[config.mk]
export PLATFORM = sky130hd
export DESIGN_NAME = ssp_top
export DESIGN_NICKNAME = d
export VERILOG_FILES = /design/src/hw/ssp_pkg.sv /design/src/hw/ssp_sync.sv /design/src/hw/ssp_wcycle.sv /design/src/hw/ssp_top.sv
export SDC_FILE = /design/constraint.sdc
export NUM_CORES = 1
export LEC_CHECK = 0
export BUFFER_PORTS_ARGS = -buffer_cell sky130_fd_sc_hd__buf_2
export CAP_MARGIN = 20
export CORE_UTILIZATION = 40
export DETAILED_ROUTE_END_ITERATION = 12
export GPL_TIMING_DRIVEN = 1
export PLACE_DENSITY = 0.63
export SLEW_MARGIN = 20
export SYNTH_ARGS = -nofsm -noshare
export SYNTH_HDL_FRONTEND = slang
export SYNTH_SLANG_ARGS = --single-unit
[constraint.sdc]
create_clock -name clk_sys -period 2.59 [get_ports clk_sys]
set_clock_uncertainty 0.15 [all_clocks]
set_input_delay 0.259 -clock clk_sys [delete_from_list [all_inputs] [get_ports clk_sys]]
set_output_delay 0.259 -clock clk_sys [all_outputs]
set_load 0.03 [all_outputs]
[src/hw/ssp_pkg.sv]
// shared constants, opcodes and types for the status/protect block
`default_nettype none
package ssp_pkg;
  // opcodes, bit 3 masked off before compare
  localparam logic [7:0] SSP_OP_MASK = 8'hF7;
  localparam logic [7:0] SSP_OP_READ_STATUS_CMD = 8'h05;
  localparam logic [7:0] SSP_OP_SET_WRITE_LATCH_CMD = 8'h06;
  localparam logic [7:0] SSP_OP_CLEAR_WRITE_LATCH_CMD = 8'h04;
  localparam logic [7:0] SSP_OP_WRITE_STATUS_CMD = 8'h01;
  // bit counts of a complete frame, and the saturation limit of the bit counter
  localparam logic [4:0] SSP_OPC_BITS = 5'h08;
  localparam logic [4:0] SSP_WRITE_STATUS_CMD_BITS = 5'h10;
  localparam logic [4:0] SSP_CNT_MAX = 5'h1F;
  // value after reset
  localparam logic SSP_WEL_RST = 1'b0;
  localparam logic [2:0] SSP_NV_RST = 3'h0;
  // self-timed write cycle
  localparam int SSP_CLK_MHZ = 25;
  localparam int SSP_WC_TIME_US = 5000;
  localparam int SSP_WC_CYCLES = SSP_WC_TIME_US * SSP_CLK_MHZ;
  // frame decoder states
  typedef enum logic [2:0] {
    FR_IDLE = 3'b000,
    FR_OPC = 3'b001,
    FR_DATA = 3'b010,
    FR_READ = 3'b011,
    FR_DONE = 3'b100
  } ssp_frame_e;
  // serial pins as sampled
  typedef struct packed {
    logic cs_n;
    logic sck;
    logic si;
    logic wp_n;
  } ssp_pins_s;
  // status byte layout
  typedef struct packed {
    logic pin_en;
    logic [2:0] rsv;
    logic [1:0] bpl;
    logic write_enable_latch;
    logic busy;
  } ssp_status_s;
endpackage : ssp_pkg
`default_nettype wire

[src/hw/ssp_sync.sv]
// two-flop synchroniser for asynchronous pin inputs
`timescale 1ns/1ps
`default_nettype none
module ssp_sync #(
  parameter int W = 4
) (
  // clock and reset
  input wire logic clk_sys,
  input wire logic reset_n,
  // asynchronous in, synchronous out
  input wire logic [W-1:0] d_async,
  output logic [W-1:0] q_sync
);
  logic [W-1:0] meta_reg;

  // first stage read only by second stage
  always_ff @(posedge clk_sys or negedge reset_n) begin
    if (!reset_n) begin
      meta_reg <= '1;
      q_sync <= '1;
    end else begin
      meta_reg <= d_async;
      q_sync <= meta_reg;
    end
  end
endmodule : ssp_sync
`default_nettype wire

[src/hw/ssp_wcycle.sv]
// self-timed internal write cycle timer
`timescale 1ns/1ps
`default_nettype none
module ssp_wcycle #(
  parameter int CYCLES = 125000
) (
  // clock and reset
  input wire logic clk_sys,
  input wire logic reset_n,
  // control
  input wire logic start,
  output logic busy,
  output logic done
);
  localparam int CW = $clog2(CYCLES + 1);
  localparam logic [CW-1:0] LOAD = CW'(CYCLES);
  localparam logic [CW-1:0] ONE = CW'(1);
  logic [CW-1:0] cnt_reg;
  logic [CW-1:0] cnt_next;
  logic busy_next;

  // last busy cycle raises done
  assign done = busy && (cnt_reg == ONE);

  // countdown, start ignored while busy
  always_comb begin
    cnt_next = cnt_reg;
    busy_next = busy;
    if (busy) begin
      cnt_next = cnt_reg - ONE;
      if (done) begin
        busy_next = 1'b0;
      end
    end else if (start) begin
      cnt_next = LOAD;
      busy_next = 1'b1;
    end
  end

  always_ff @(posedge clk_sys or negedge reset_n) begin
    if (!reset_n) begin
      cnt_reg <= '0;
      busy <= 1'b0;
    end else begin
      cnt_reg <= cnt_next;
      busy <= busy_next;
    end
  end
endmodule : ssp_wcycle
`default_nettype wire

[src/hw/ssp_top.sv]
// status register and write protection of a serial eeprom
`timescale 1ns/1ps
`default_nettype none
// What this block does
// - holds 8-bit status: pin enable, protect level, write latch, busy flag.
// - bits 6:4 read zero when idle, ones during an internal write.
// - busy flag reads 1 during programming, 0 when ready; read only.
// - opcode 05h returns the status byte on serial out, msb first.
// - opcode 06h sets the write latch when chip select rises.
// - write latch is cleared at power-up.
// - opcode 04h clears the write latch regardless of protect pin.
// - status write changes only bits 7, 3 and 2.
// - pin enable and protect level are kept in nonvolatile cells.
// - during the write cycle only status reads act; end clears latch.
// - valid status write starts the internal cycle at chip select rise.
// - 16K part protects 3000h, 2000h or 0000h up to 3FFFh.
// - 32K part protects 6000h, 4000h or 0000h up to 7FFFh.
// - pin low with pin enable set blocks status and protected writes.
// - protection off when pin high or pin enable clear.
// - without hardware protection, status write needs only the latch.
// - protected addresses never written; others need the latch set.
// - pin enable cannot be cleared while pin stays low.
// - opcodes need upper nibble zero; bit 3 is ignored.
// - protect pin falling during a status write frame aborts it.
module ssp_top
  import ssp_pkg::*;
#(
  parameter int ABITS = 15,
  parameter int WC_CYCLES = SSP_WC_CYCLES
) (
  // clock and reset
  input wire logic clk_sys,
  input wire logic reset_n,
  // serial pins
  input wire logic cs_n,
  input wire logic sck,
  input wire logic si,
  input wire logic wp_n,
  output logic so,
  output logic so_oe,
  // nonvolatile cells of pin enable and protect level
  input wire logic [2:0] nv_stored,
  output logic [2:0] nv_store,
  output logic nv_store_stb,
  // array write permission
  input wire logic array_wr_req,
  input wire logic [15:0] array_wr_addr,
  output logic array_wr_grant,
  output logic busy_out
);
  ssp_pins_s pins_raw;
  ssp_pins_s pins_s;
  ssp_status_s stat_live;
  ssp_frame_e fr_reg, fr_next;
  logic sck_d_reg, cs_d_reg, wp_d_reg;
  logic [4:0] cnt_reg, cnt_next;
  logic [7:0] op_reg, op_next;
  logic [7:0] dat_reg, dat_next;
  logic [7:0] snap_reg, snap_next;
  logic [2:0] oidx_reg, oidx_next;
  logic so_next, so_oe_next;
  logic wel_reg, wel_next;
  logic [2:0] nv_reg, nv_next;
  logic nvld_reg, nvld_next;
  logic [2:0] pend_reg, pend_next;
  logic pend_vld_reg, pend_vld_next;
  logic abort_reg, abort_next;
  logic grant_next;
  logic [2:0] nvst_next;
  logic nvst_stb_next;
  logic sck_rise, sck_fall, cs_fall, cs_rise, wp_fall;
  logic hw_prot, blk_prot, spi_start, wc_start, wc_done, busy;
  logic [7:0] opm, opn;
  logic [ABITS-1:0] aaddr;

  // pins cross into the clock domain
  assign pins_raw = '{cs_n: cs_n, sck: sck, si: si, wp_n: wp_n};
  ssp_sync #(.W(4)) u_sync (
    .clk_sys(clk_sys),
    .reset_n(reset_n),
    .d_async(pins_raw),
    .q_sync(pins_s)
  );

  ssp_wcycle #(.CYCLES(WC_CYCLES)) u_wc (
    .clk_sys(clk_sys),
    .reset_n(reset_n),
    .start(wc_start),
    .busy(busy),
    .done(wc_done)
  );

  // edges of synchronised pins
  assign sck_rise = pins_s.sck & ~sck_d_reg;
  assign sck_fall = ~pins_s.sck & sck_d_reg;
  assign cs_fall = ~pins_s.cs_n & cs_d_reg;
  assign cs_rise = pins_s.cs_n & ~cs_d_reg;
  assign wp_fall = ~pins_s.wp_n & wp_d_reg;

  // live status byte
  assign stat_live.pin_en = nv_reg[2];
  assign stat_live.rsv = {3{busy}};
  assign stat_live.bpl = nv_reg[1:0];
  assign stat_live.write_enable_latch = wel_reg;
  assign stat_live.busy = busy;

  // hardware protection needs pin low and pin enable set
  assign hw_prot = nv_reg[2] & ~pins_s.wp_n;

  // protected range by level, same form for both array sizes
  assign aaddr = array_wr_addr[ABITS-1:0];
  always_comb begin
    unique case (nv_reg[1:0])
      2'b00: blk_prot = 1'b0;
      2'b01: blk_prot = &aaddr[ABITS-1 -: 2];
      2'b10: blk_prot = aaddr[ABITS-1];
      2'b11: blk_prot = 1'b1;
    endcase
  end

  // opcode with bit 3 masked
  assign opn = {op_reg[6:0], pins_s.si};
  assign opm = op_reg & SSP_OP_MASK;

  // status write start at chip select rise
  assign spi_start = cs_rise && !busy && (opm == SSP_OP_WRITE_STATUS_CMD)
                     && (cnt_reg == SSP_WRITE_STATUS_CMD_BITS) && wel_reg
                     && !hw_prot && !abort_reg;
  assign wc_start = spi_start | grant_next;

  // frame decoding, latch and nonvolatile shadow
  always_comb begin
    fr_next = fr_reg;
    cnt_next = cnt_reg;
    op_next = op_reg;
    dat_next = dat_reg;
    snap_next = snap_reg;
    oidx_next = oidx_reg;
    so_next = so;
    so_oe_next = so_oe;
    wel_next = wel_reg;
    nv_next = nv_reg;
    nvld_next = nvld_reg;
    pend_next = pend_reg;
    pend_vld_next = pend_vld_reg;
    abort_next = abort_reg;
    grant_next = 1'b0;
    nvst_next = nv_store;
    nvst_stb_next = 1'b0;
    // pick up stored cells once after reset
    if (!nvld_reg) begin
      nv_next = nv_stored;
      nvld_next = 1'b1;
    end
    // end of internal cycle commits cells and clears latch
    if (wc_done) begin
      wel_next = 1'b0;
      if (pend_vld_reg) begin
        nv_next = pend_reg;
        nvst_next = pend_reg;
        nvst_stb_next = 1'b1;
        pend_vld_next = 1'b0;
      end
    end
    if (cs_fall) begin
      fr_next = FR_OPC;
      cnt_next = '0;
      abort_next = 1'b0;
    end else if (pins_s.cs_n) begin
      fr_next = FR_IDLE;
      so_oe_next = 1'b0;
      so_next = 1'b0;
    end else begin
      if (wp_fall) begin
        abort_next = 1'b1;
      end
      if (sck_rise && fr_reg != FR_READ && fr_reg != FR_IDLE) begin
        cnt_next = (cnt_reg == SSP_CNT_MAX) ? cnt_reg : 5'(cnt_reg + 5'h01);
        if (fr_reg == FR_OPC) begin
          op_next = opn;
          if (cnt_reg == SSP_OPC_BITS - 5'h01) begin
            fr_next = FR_DONE;
            if ((opn & SSP_OP_MASK) == SSP_OP_READ_STATUS_CMD) begin
              fr_next = FR_READ;
              oidx_next = '0;
            end else if ((opn & SSP_OP_MASK) == SSP_OP_WRITE_STATUS_CMD && !busy) begin
              fr_next = FR_DATA;
            end
          end
        end else if (fr_reg == FR_DATA) begin
          dat_next = {dat_reg[6:0], pins_s.si};
        end
      end
      // status shifted out msb first on falling edges
      if (sck_fall && fr_reg == FR_READ) begin
        so_oe_next = 1'b1;
        oidx_next = 3'(oidx_reg + 3'h1);
        if (oidx_reg == 3'h0) begin
          snap_next = stat_live;
          so_next = stat_live.pin_en;
        end else begin
          so_next = snap_reg[3'h7 - oidx_reg];
        end
      end
    end
    // instruction completes when chip select rises
    if (cs_rise && !busy && cnt_reg == SSP_OPC_BITS) begin
      if (opm == SSP_OP_SET_WRITE_LATCH_CMD) begin
        wel_next = 1'b1;
      end else if (opm == SSP_OP_CLEAR_WRITE_LATCH_CMD) begin
        wel_next = 1'b0;
      end
    end
    if (spi_start) begin
      pend_next = {dat_reg[7], dat_reg[3:2]};
      pend_vld_next = 1'b1;
    end
    // array write only outside protected range with latch set
    if (array_wr_req && !busy && !spi_start && wel_reg && !blk_prot) begin
      grant_next = 1'b1;
    end
  end

  // registers of the frame and status state
  always_ff @(posedge clk_sys or negedge reset_n) begin
    if (!reset_n) begin
      fr_reg <= FR_IDLE;
      sck_d_reg <= 1'b0;
      cs_d_reg <= 1'b1;
      wp_d_reg <= 1'b1;
      cnt_reg <= '0;
      op_reg <= '0;
      dat_reg <= '0;
      snap_reg <= '0;
      oidx_reg <= '0;
      so <= 1'b0;
      so_oe <= 1'b0;
      wel_reg <= SSP_WEL_RST;
      nv_reg <= SSP_NV_RST;
      nvld_reg <= 1'b0;
      pend_reg <= SSP_NV_RST;
      pend_vld_reg <= 1'b0;
      abort_reg <= 1'b0;
      array_wr_grant <= 1'b0;
      nv_store <= SSP_NV_RST;
      nv_store_stb <= 1'b0;
      busy_out <= 1'b0;
    end else begin
      fr_reg <= fr_next;
      sck_d_reg <= pins_s.sck;
      cs_d_reg <= pins_s.cs_n;
      wp_d_reg <= pins_s.wp_n;
      cnt_reg <= cnt_next;
      op_reg <= op_next;
      dat_reg <= dat_next;
      snap_reg <= snap_next;
      oidx_reg <= oidx_next;
      so <= so_next;
      so_oe <= so_oe_next;
      wel_reg <= wel_next;
      nv_reg <= nv_next;
      nvld_reg <= nvld_next;
      pend_reg <= pend_next;
      pend_vld_reg <= pend_vld_next;
      abort_reg <= abort_next;
      array_wr_grant <= grant_next;
      nv_store <= nvst_next;
      nv_store_stb <= nvst_stb_next;
      busy_out <= busy | wc_start;
    end
  end

  // checks on latch handling, protection and serial out
  chk_wel_set_set_write_latch_cmd: assert property (@(posedge clk_sys) disable iff (!reset_n)
    cs_rise && !busy && cnt_reg == SSP_OPC_BITS && opm == SSP_OP_SET_WRITE_LATCH_CMD |=> wel_reg)
    else $error("write latch not set by set-latch");
  chk_wel_clr_clear_write_latch_cmd: assert property (@(posedge clk_sys) disable iff (!reset_n)
    cs_rise && !busy && cnt_reg == SSP_OPC_BITS && opm == SSP_OP_CLEAR_WRITE_LATCH_CMD |=> !wel_reg)
    else $error("write latch not cleared by clear-latch");
  chk_wel_cycle_end: assert property (@(posedge clk_sys) disable iff (!reset_n)
    wc_done |=> !wel_reg && !busy)
    else $error("write latch kept after write cycle");
  chk_write_status_cmd_gate: assert property (@(posedge clk_sys) disable iff (!reset_n)
    $rose(pend_vld_reg) |-> $past(wel_reg) && !$past(hw_prot) && $past(cnt_reg) == 5'h10)
    else $error("status write started without permission");
  chk_nv_stable: assert property (@(posedge clk_sys) disable iff (!reset_n)
    nvld_reg && !wc_done |=> $stable(nv_reg))
    else $error("protect bits changed outside write cycle end");
  chk_pin_en_kept: assert property (@(posedge clk_sys) disable iff (!reset_n)
    nvld_reg && hw_prot && !pend_vld_reg |=> nv_reg[2])
    else $error("pin enable cleared under hardware protection");
  chk_read_status_cmd_msb: assert property (@(posedge clk_sys) disable iff (!reset_n)
    sck_fall && fr_reg == FR_READ && oidx_reg == 3'h0 && !pins_s.cs_n
    |=> so == $past(stat_live.pin_en) && so_oe)
    else $error("status msb not driven first");
  chk_abort_wp: assert property (@(posedge clk_sys) disable iff (!reset_n)
    cs_rise && abort_reg && !busy && !array_wr_req |=> !busy ##1 !pend_vld_reg)
    else $error("aborted status write still started");
  chk_grant_prot: assert property (@(posedge clk_sys) disable iff (!reset_n)
    array_wr_grant |-> $past(wel_reg) && !$past(blk_prot))
    else $error("array write granted in protected range");
  chk_so_release: assert property (@(posedge clk_sys) disable iff (!reset_n)
    pins_s.cs_n |=> !so_oe)
    else $error("serial out driven while deselected");
endmodule : ssp_top
`default_nettype wire

# Word-level counts from Yosys, hierarchy flattened
# Cells that the tools add are included.
# W data, S select, Z words.
[totals]
regBits = 82
in_bits = 26
output_inout_bits = 8
wordCells = 154
[op_classes]
mux = 44
n_reduce_logical = 46
bitwise_logic = 15
eq_ne = 19
addsub = 4
order_cmp = 1
[op_table]
columns = ["operator", "n"]
rows = [
  ["$mux W3", 15],
  ["$mux W17", 2],
  ["$eq A7 B3 Y1 const B", 3],
  ["$mux W1", 21],
  ["$mux W5", 4],
  ["$reduce_bool A2 Y1", 9],
  ["$eq A17 B1 Y1 const B", 1],
  ["$sub A17 B1 Y17 const B", 1],
  ["$logic_and A1 B1 Y1", 16],
  ["$eq A7 B1 Y1 const B", 2],
  ["$reduce_bool A3 Y1", 4],
  ["$eq A5 B5 Y1 const B", 2],
  ["$reduce_and A2 Y1", 4],
  ["$reduce_and A4 Y1", 2],
  ["$not A1 Y1", 7],
  ["$and A1 B1 Y1", 6],
  ["$eq A3 B2 Y1 const B", 2],
  ["$reduce_and A3 Y1", 2],
  ["$reduce_and A6 Y1", 1],
  ["$add A5 B1 Y5 const B", 1],
  ["$eq A5 B3 Y1 const B", 1],
  ["$eq A5 B4 Y1 const B", 1],
  ["$logic_not A1 Y1", 5],
  ["$reduce_and A5 Y1", 1],
  ["other kinds (13)", 16],
]

# Depth between registers and ports, before layout
# Gate-level depths: netlist of run 1.
[logic_depth]
ltp_word = 16
depth_mapped = 7
mapped_depth_nobuf = 7

# By module
# From an unflattened synthesis of run 1, not the netlist that was laid out.
[unflattened]
hier_cells = 302
area_unflattened_um2 = 3609.7
[modules_own_cells]
columns = ["module", "seq_area_each_um2", "cells_per_inst", "n_inst", "area_each_um2"]
rows = [
  ["ssp_top", 1328.8, 191, 1, 2379.8],
  ["ssp_wcycle", 450.4, 103, 1, 1019.7],
  ["ssp_sync", 210.2, 8, 1, 210.2],
]

# Least setup slack after synthesis of run 1
# Ideal clock, no wire load.
[synth_timing]
path_type = "reg-to-reg"
startpoint = "register u_wc.cnt_reg[5]"
endpoint = "register nv_reg[0]"
setup_slack_ns = 0.402
setup_time_ns = 0.125
required_time_ns = 2.315
path_stages_with_launch = 7
t_arrival_ns = 1.913
cell_sequence = "dfrtp_1 -> or4_1 -> buf_6 -> nor4_4 -> and3_1 -> buf_6 -> mux2_4"
[synth_via]
elab_chain_cells = 3
[synth_rtl]
columns = ["element", "line_no", "source"]
rows = [
  ["from (decl)", "ssp_wcycle.sv:18", "logic [CW-1:0] cnt_reg;"],
  ["from (signal assigned)", "ssp_wcycle.sv:45", "cnt_reg <= cnt_next;"],
  ["$eq A17 B1 Y1", "ssp_wcycle.sv:23", "assign done = busy && (cnt_reg == ONE);"],
  ["$logic_and A1 B1 Y1", "ssp_wcycle.sv:23", ""],
  ["$mux W3", "ssp_top.sv:156", "if (wc_done) begin"],
  ["named net nv_next[0]", "ssp_top.sv:63", "logic [2:0] nv_reg, nv_next;"],
  ["to (signal assigned)", "ssp_top.sv:261", "nv_reg <= nv_next;"],
  ["to (decl)", "ssp_top.sv:63", ""],
]
# The timed path passes the listed nets, and every way through them passes these cells.
# A chain may end at the register's enable or synchronous reset.

# Worst setup path in the final report of run 1
[layout_timing]
startpoint = "register u_wc.cnt_reg[5]"
endpoint = "register nv_reg[2]"
# Same word-level chain as after synthesis.

==> results of run 1 <==
-- cell families after synthesis --
group / Yosys count / share of synthesized area [%]
other cells: 1 / 0.102
simple gates: 100 / 16.2
mux: 37 / 12.1
flops: 79 / 53.9
fa+ha+maj: 7 / 2.37
xor+xnor: 8 / 1.90
compound gates: 52 / 9.96
buf+inv: 30 / 3.52
-- critical path: stages, from the launching register on --
cell and delay, ns:
dfrtp_1 0.41, or4_1 0.65, nor4_4 0.31, and3_1 0.45, mux2_4 0.34
-- what timing repair did --
action / in CTS / in global routing
gates resized for setup: 0 / 1
endpoints found under the setup margin: 0 / 2
hold endpoints to repair: 73 / 0
hold buffers: 5 / 0
-- layer usage --
metal	vias to the layer above	global-route usage (%)	wire length [µm]
li1	1231	-	-
met2	33	27.9	3640
met5	-	0	0
met1	1302	21.2	3340
met3	5	4.15	215
met4	0	4.78	63
-- synth_stat cells (all sizes together), types with 6 or more instances --
cell    count  area share [%]
dfrtp      69              47
inv        19             1.9
a21oi       8             1.1
mux2       33              11
ha          7             2.4
nand3      11             1.5
and3        7             1.2
nor2       21             2.1
nor4       10             2.3
dfstp      10             7.1
nand2      11             1.1
clkbuf      6            0.61
o21ai       9             1.2
-- report_power, final --
part           internal, mW  leakage [nW]  switching [mW]
Combinational        0.0460         0.855          0.0624
Clock                 0.485         0.105           0.478
Sequential             1.26         0.997          0.0238
-- area by class of cell --
class / count / area, µm²
multi-input combinational: 205 / 1570
tap: 108 / 135
timing repair buffer: 35 / 243
inverter: 20 / 75.1
fill: 805 / 4620
sequential: 79 / 1990
clock buffer: 10 / 138
clock inverter: 6 / 75.1
-- worst min-delay path by stage --
stage | from | to | slack [ns] | depth (start not counted)
floorplan | reset_n | abort_reg | -0.19 | 0
global placement | reset_n | busy_out | 0.17 | 2
detailed placement | reset_n | busy_out | 0.17 | 2
CTS | nv_stored[1] | nv_reg[1] | 0.11 | 3
global route | nv_stored[1] | nv_reg[1] | 0.12 | 3
finish | nv_stored[1] | nv_reg[1] | 0.13 | 3
-- through the flow --
step / setup slack, ns / std cells / cell area (µm²) / power (mW)
after floorplan: 0.402 / 314 / 3690 / 1.36
after global placement: 0.212 / 442 / 3970 / 1.41
after detailed placement: 0.207 / 442 / 3970 / 1.42
after CTS: 0.167 / 463 / 4230 / 2.40
after global routing: 0.0801 / 463 / 4230 / 2.46
final: 0.158 / 463 / 4230 / 2.36
==> run metrics, run 1 <==
Setup CP Type flop to flop; launch point of the worst path u_wc.cnt_reg[5]; largest net degree at the start of global routing 80; total congestion overflow 0; max-cap check violation count 0; Worst setup EP type flop; Mapped Area 0.00369 mm²; average wire per standard cell 15.7 µm; CTS tree done; synthesis-to-finish area growth 14.5%; initial antenna violation count 0; vias in the first global route 2611; clock-pin slew of the registers on the worst-case setup and hold paths 0.08 ns; sequential area share after synthesis 53.9%; commonest non-fill, non-tap cells in the layout dfrtp_1 (69), mux2_2 (27), nor2_1 (21), inv_1 (19), buf_2 (18); first-pass GRT wire length 12.6 mm; setup TNS 0 ns; cell count after synthesis 314; core area 0.00885 mm²; leakage power 1.96 nW; Site Rows 34; Synth Register Bits 79; clock sinks 79; port buffer count 19; fin. max-slew vios 0; yosys synthesis warning count 0; Die Y 98.1 µm; reg-to-reg startpoint u_wc.cnt_reg[5]; die width 98.1 µm; Final period util 93.9%; routed via count 2571; arrival time at the worst endpoint 2.51 ns; Setup crit start kind flop; DRT Wirelength 7.27 mm; vias per std cell 5.55; Final min period 2.43 ns; fin util 47.8%; TritonRoute pass-1 iters 4; Worst EP required 2.67 ns; commonest non-fill, non-tap cell in the layout dfrtp_1; DRC viols 0; dpl hpwl 5.01 mm; Power Density 558 mW/mm²; ys flop type dfrtp_1; total track usage 16.6%; Die ar. 0.00962 mm²; RSZ-0062 raised after global routing false; # Post-CTS Setup Buffers 0; antenna cell count 0; worst hold slack 0.127 ns; Post-Synthesis Mean Instance Area 11.8 µm²; fin nets 383; clock insertion delay at the later pin of the skew report 0.35 ns; FF-to-FF path depth 4; CTS max path bufs 2; Hold Crit Class input pin to flop; final hold viol count 0; Post-synth EDFFs 0; Worst Setup EP nv_reg[2]; root buffer cell clkbuf_8; I/O Pins 34; Initial Util 41.7%; status finished clean; GPL Wtd Cong 0.765; net count after synthesis 347; FF-to-FF setup slack 0.16 ns; crit-path max FO 6; post-synth cell types 63; layout cell share with drive strength beyond 1 28.2%; remaining antenna violation count 0; Max rail drop VDD 0.412 mV; htree depth 3; Achievable Freq 411 MHz; ys async rst share 100%; Num CTS Buffers 9; Initial DRC Count 119; r2r endpoint nv_reg[2]; final setup fails 0; Largest register FFs 17
Note: power is estimated with default switching activity, not from simulation.
==> run 2, diff against run 1 <==
CORE_UTILIZATION = 59   (was 40)
PLACE_DENSITY = 0.79   (was 0.63)
==> run 2 against run 1 <==
  * Flip-flop and latch count did not move
  * Wire length decreased by 1.4%
  * Core utilization up 22 points
  * Clock-buffer cell count unchanged
  * Largest power group unchanged
  * Die area decreased by 32%
  * Cell area is 0.74% lower
  * Non-clock buffer count shrank 4
  * First-iteration DRC count increased by 59%
  * Sequential power barely moved
  * Global-route usage rose by 8.0 points
  * Critical path type unchanged
  * Worst setup slack gained 0.041 ns
  * Maximum frequency grew 1.7%
==> run metrics, run 2 (synthesized netlist as in run 1, its figures left out) <==
status finished clean; htree depth 3 (unchanged); CP Cell Sequence ha_1 -> and3_1 -> ha_1 -> nor4b_1 -> o21ai_0 -> mux2i_1 -> nor2_1; fin util 70.1% (+22 points); port buffer count 19 (unchanged); clock-pin slew of the registers on the worst-case setup and hold paths 0.08 ns (about the same); synthesis-to-finish area growth 13.7%; crit-path max FO 4 (-2); # Post-CTS Setup Buffers 0 (unchanged); clock power share 44.6% (+3.8 points); combinational power share 4.1% (-0.5 points); Final period util 92.3% (-1.6 points); commonest non-fill, non-tap cells in the layout dfrtp_1 (69), mux2_2 (27), nor2_1 (21), inv_1 (19), buf_2 (18); reg-to-reg startpoint cnt_reg[1]; Layout fillers 393 (-51%); initial antenna violation count 0 (unchanged); Hold-fix buffers, CTS 5 (unchanged); Hold Crit Class input pin to flop; clock sinks 79 (unchanged); commonest non-fill, non-tap cell in the layout dfrtp_1; Setup CP Type flop to flop; Multi-input gate area 0.00157 mm² (unchanged); final setup fails 0 (unchanged); die width 81.1 µm (-17%); routed via count 2534 (-1.4%); worst hold slack 0.128 ns (+0.000935 ns); Worst-Margin Slew 0.553 ns; fin nets 379 (-1.0%); arrival time at the worst endpoint 2.45 ns (-0.06 ns); FF-to-FF setup slack 0.20 ns (+0.04 ns); remaining antenna violation count 0 (unchanged); Achievable Freq 418 MHz (+1.7%); GPL Wtd Cong 0.807 (+5.4%); I/O Pins 34 (unchanged); total track usage 24.6% (+8.0 points); layout cell share with drive strength beyond 1 27.4% (-0.82 points); fin cells 426 (-8.0%); core area 0.00599 mm² (-32%); final hold viol count 0 (unchanged); max-cap check violation count 0 (unchanged); Final min period 2.39 ns (-0.0407 ns); Largest stage delay, worst path 0.46 ns (-0.19 ns); Switching Share 21.5% (-2.4 points); Setup crit start kind flop; dpl hpwl 4.78 mm (-4.6%); first-pass GRT wire length 11.8 mm (-6.7%); average wire per standard cell 16.8 µm (+7.2%); Placed Cells 405 (-8.4%); CTS max path bufs 2 (unchanged); DRC viols 0 (unchanged); total congestion overflow 0 (unchanged); DRT Wirelength 7.17 mm (-1.4%); largest net degree at the start of global routing 80 (unchanged); FF/Latch Area 0.00199 mm² (unchanged); NetSw 0.542 mW (-3.9%); post-cts gate resize count 0 (unchanged); Internal Power 1.98 mW (+10%); clock insertion delay at the later pin of the skew report 0.35 ns (about the same); register share of total power 51.2% (-3.4 points); Slowest-stage cell, CP nor4b_1; min-delay src nv_stored[2]; setup TNS 0 ns (unchanged); root buffer cell clkbuf_8; vias in the first global route 2460 (-5.8%); TritonRoute pass-1 iters 4 (unchanged); fin. max-slew vios 0 (unchanged); Worst EP required 2.65 ns (-0.02 ns); most frequent cell on the critical path ha_1; RSZ-0062 raised after global routing false; Power Density 601 mW/mm² (+7.7%); Site Rows 28 (-18%); CTS tree done; Max rail drop VDD 0.544 mV (+32%); Die Y 81.1 µm (-17%); Die ar. 0.00658 mm² (-32%); antenna cell count 0 (unchanged); leakage power 1.95 nW (-0.16%); Initial DRC Count 189 (+59%); launch point of the worst path cnt_reg[1]; Worst setup EP type flop; Largest register FFs 17 (unchanged); Num CTS Buffers 9 (unchanged); Rel. slew slack 62.8%; Initial Util 61.6% (+20 points); vias per std cell 5.95 (+7.1%)
[run 2: power groups by stage]
| stage | logic, mW | registers [mW] | clock network (mW) |
|---|---|---|---|
| floorplan | 0.0529 | 1.30 | 0 |
| global placement | 0.0949 | 1.31 | 0 |
| detailed placement | 0.0982 | 1.32 | 0 |
| CTS | 0.105 | 1.29 | 1.14 |
| global route | 0.117 | 1.30 | 1.19 |
| finish | 0.105 | 1.29 | 1.13 |
[run 2: worst max-delay path, delay by kind of cell (launching register included)]
family | cells | cell delay, ns
flops | 1 | 0.42
mux | 1 | 0.23
compound gates | 1 | 0.35
simple gates | 3 | 0.71
fa+ha+maj | 2 | 0.40
[run 2: layout make-up]
| type | instances | area share, % |
|---|---|---|
| Clock buffer | 10 | 3.28 |
| Sequential cell | 79 | 47.4 |
| Clock inverter | 6 | 2.74 |
| Inverter | 20 | 1.79 |
| Timing Repair Buffer | 31 | 5.07 |
| Tap cell | 75 | 2.24 |
| Multi-Input combinational cell | 205 | 37.5 |
[run 2: layer usage]
| metal | vias to the layer above | routed length, µm | GRT usage [%] |
|---|---|---|---|
| li1 | 1219 | - | - |
| met4 | 0 | 101 | 10.0 |
| met2 | 70 | 3480 | 37.1 |
| met3 | 12 | 299 | 5.62 |
| met5 | - | 0 | 0 |
| met1 | 1233 | 3280 | 34.5 |
[run 2: final timing paths]
check	to	depth (start not counted)
setup / recovery	cnt_reg[4]	7
hold / removal	nv_reg[2]	3
setup reg to reg	cnt_reg[4]	7
hold reg to reg	u_sync.q_sync[3]	0
max in group asynchronous	u_sync.meta_reg[3]	3
min in group asynchronous	so_oe	3
[run 2: per-stage QoR]
stage               area, µm²  power (mW)  setup WS, ns
floorplan                3690        1.36         0.402
CTS                      4200        2.54         0.204
finish                   4200        2.52         0.198
detailed placement       3890        1.41         0.230
global route             4200        2.61        0.0409
global placement         3890        1.41         0.255
==> run 3, diff against run 2 <==
PLACE_DENSITY = 0.77   (was 0.79)
clock period = 2.7 ns   (was 2.59 ns; I/O delays follow)
==> run 3 against run 2 <==
  * First-iteration DRC count decreased by 37%
  * Sequential share of layout area increased by 0.85 points
  * Clock power decreased by 22%
  * Power decreased by 12%
==> run metrics, run 3 (synthesized netlist as in run 1, its figures left out) <==
DRC viols 0 (unchanged); setup TNS 0 ns (unchanged); Largest stage delay, worst path 0.46 ns (about the same); Area after DPL 0.00387 mm² (-0.51%); Initial DRC Count 119 (-37%); RSZ-0062 raised after global routing false; TritonRoute pass-1 iters 4 (unchanged); Setup CP Type flop to flop; commonest non-fill, non-tap cells in the layout dfrtp_1 (69), mux2_2 (27), nor2_1 (21), inv_1 (19), buf_2 (18); Achievable Freq 417 MHz (-0.22%); clock-pin slew of the registers on the worst-case setup and hold paths 0.09 ns (about the same); vias per std cell 5.93 (-0.36%); Power Density 537 mW/mm² (-11%); I/O Pins 34 (unchanged); die width 81.1 µm (unchanged); total congestion overflow 0 (unchanged); antenna cell count 0 (unchanged); core area 0.00599 mm² (unchanged); Die Y 81.1 µm (unchanged); Hold Crit Class input pin to flop; GPL Wtd Cong 0.836 (+3.6%); Worst setup EP type flop; Final min period 2.40 ns (+0.00532 ns); clock sinks 79 (unchanged); first-pass GRT wire length 11.8 mm (-0.36%); fin nets 378 (-0.26%); routed via count 2519 (-0.59%); remaining antenna violation count 0 (unchanged); commonest non-fill, non-tap cell in the layout dfrtp_1; dpl hpwl 4.86 mm (+1.6%); root buffer cell clkbuf_8; synthesis-to-finish area growth 11.7%; max-cap check violation count 0 (unchanged); Setup crit start kind flop; DRT Wirelength 7.16 mm (-0.11%); Rel. slew slack 35.0% (-28 points); dpl ws 0.312 ns (+0.0828 ns); largest net degree at the start of global routing 80 (unchanged); layout cell share with drive strength beyond 1 26.9% (-0.49 points); total track usage 24.4% (-0.22 points); Die ar. 0.00658 mm² (unchanged); vias in the first global route 2433 (-1.1%); htree depth 3 (unchanged); leakage power 1.92 nW (-1.5%); fin worst setup slack 0.303 ns (+0.105 ns); fin. max-slew vios 0 (unchanged); Final Cell Area 0.00412 mm² (-1.8%); # Post-CTS Setup Buffers 0 (unchanged); most frequent cell on the critical path ha_1; Num CTS Buffers 9 (unchanged); average wire per standard cell 16.8 µm (+0.12%); clock insertion delay at the later pin of the skew report 0.34 ns (about the same); initial antenna violation count 0 (unchanged); Worst-Margin Slew 0.975 ns (+0.422 ns); CP Cell Sequence ha_1 -> and3_1 -> ha_1 -> nor4b_1 -> o21ai_0 -> mux2i_1 -> nor2_1; Largest register FFs 17 (unchanged); Site Rows 28 (unchanged); crit-path max FO 3 (-1); CTS tree done; Max rail drop VDD 0.621 mV (+14%); final setup fails 0 (unchanged); status finished clean; Final period util 88.8% (-3.6 points); Initial Util 61.6% (unchanged); CTS max path bufs 2 (unchanged); Worst EP required 2.76 ns (+0.11 ns); arrival time at the worst endpoint 2.46 ns (about the same); port buffer count 19 (unchanged); final hold viol count 0 (unchanged); post-cts gate resize count 0 (unchanged); Slowest-stage cell, CP nor4b_1
[run 3: cell count changes in the layout (fill, tap and decap cells not counted)]
cell / delta
bufinv_16: -2
clkinv_2: +2
buf_12: -1
clkbuf_1: +1
clkinvlp_4: -1
[run 3: worst max-delay path: cells and delay by family (launching register included)]
kind | cells | cell delay [ns]
flops | 1 | 0.40
compound gates | 1 | 0.36
simple gates | 3 | 0.71
mux | 1 | 0.23
fa+ha+maj | 2 | 0.42
[run 3: stage by stage]
| step | cells | power, mW | hold slack [ns] | util (%) |
|---|---|---|---|---|
| CTS | 425 | 2.23 | 0.152 | 68.8 |
| finish | 425 | 2.21 | 0.161 | 68.8 |
| global route | 425 | 2.30 | 0.149 | 68.8 |
| detailed placement | 404 | 1.35 | 0.197 | 64.7 |
| floorplan | 314 | 1.30 | -0.176 | - |
| global placement | 404 | 1.35 | 0.195 | 64.7 |
[run 3: layout make-up]
class,count,area [µm²]
Clock inverter,5,57.6
Timing Repair Buffer,30,193
Multi-Input combinational cell,205,1570
Fill cell,435,1870
Inverter,20,75.1
Tap cell,75,93.8
Sequential cell,79,1990
Clock buffer,11,141
[run 3: final timing paths]
kind | startpoint | endpoint | slack (ns) | cells after the start
max in group asynchronous | reset_n | dat_reg[0] | 1.29 | 2
worst max register to register | cnt_reg[0] | cnt_reg[1] | 0.30 | 7
worst min-delay path | nv_stored[2] | nv_reg[2] | 0.16 | 3
worst max-delay path | cnt_reg[0] | cnt_reg[1] | 0.30 | 7
min in group asynchronous | reset_n | so_oe | 0.48 | 2
worst min register to register | u_sync.meta_reg[0] | u_sync.q_sync[0] | 0.21 | 0
[run 3: routing by layer]
metal | track usage, % | vias to the layer above | routed length, µm
li1 | - | 1218 | -
met3 | 5.84 | 8 | 284
met4 | 6.79 | 0 | 76
met2 | 37.1 | 53 | 3380
met5 | 0 | - | 0
met1 | 35.0 | 1240 | 3420
[run 3: what timing repair did]
item	4_1_cts	5_1_grt
setup endpoints to repair	0	0
hold endpoints to repair	73	0
hold buffers	5	0
[run 3: power by group]
part,total [mW],switching [mW],internal (mW)
logic,0.0971,0.0570,0.0401
registers,1.24,0.0269,1.21
clock network,0.877,0.422,0.455
total,2.21,0.505,1.71
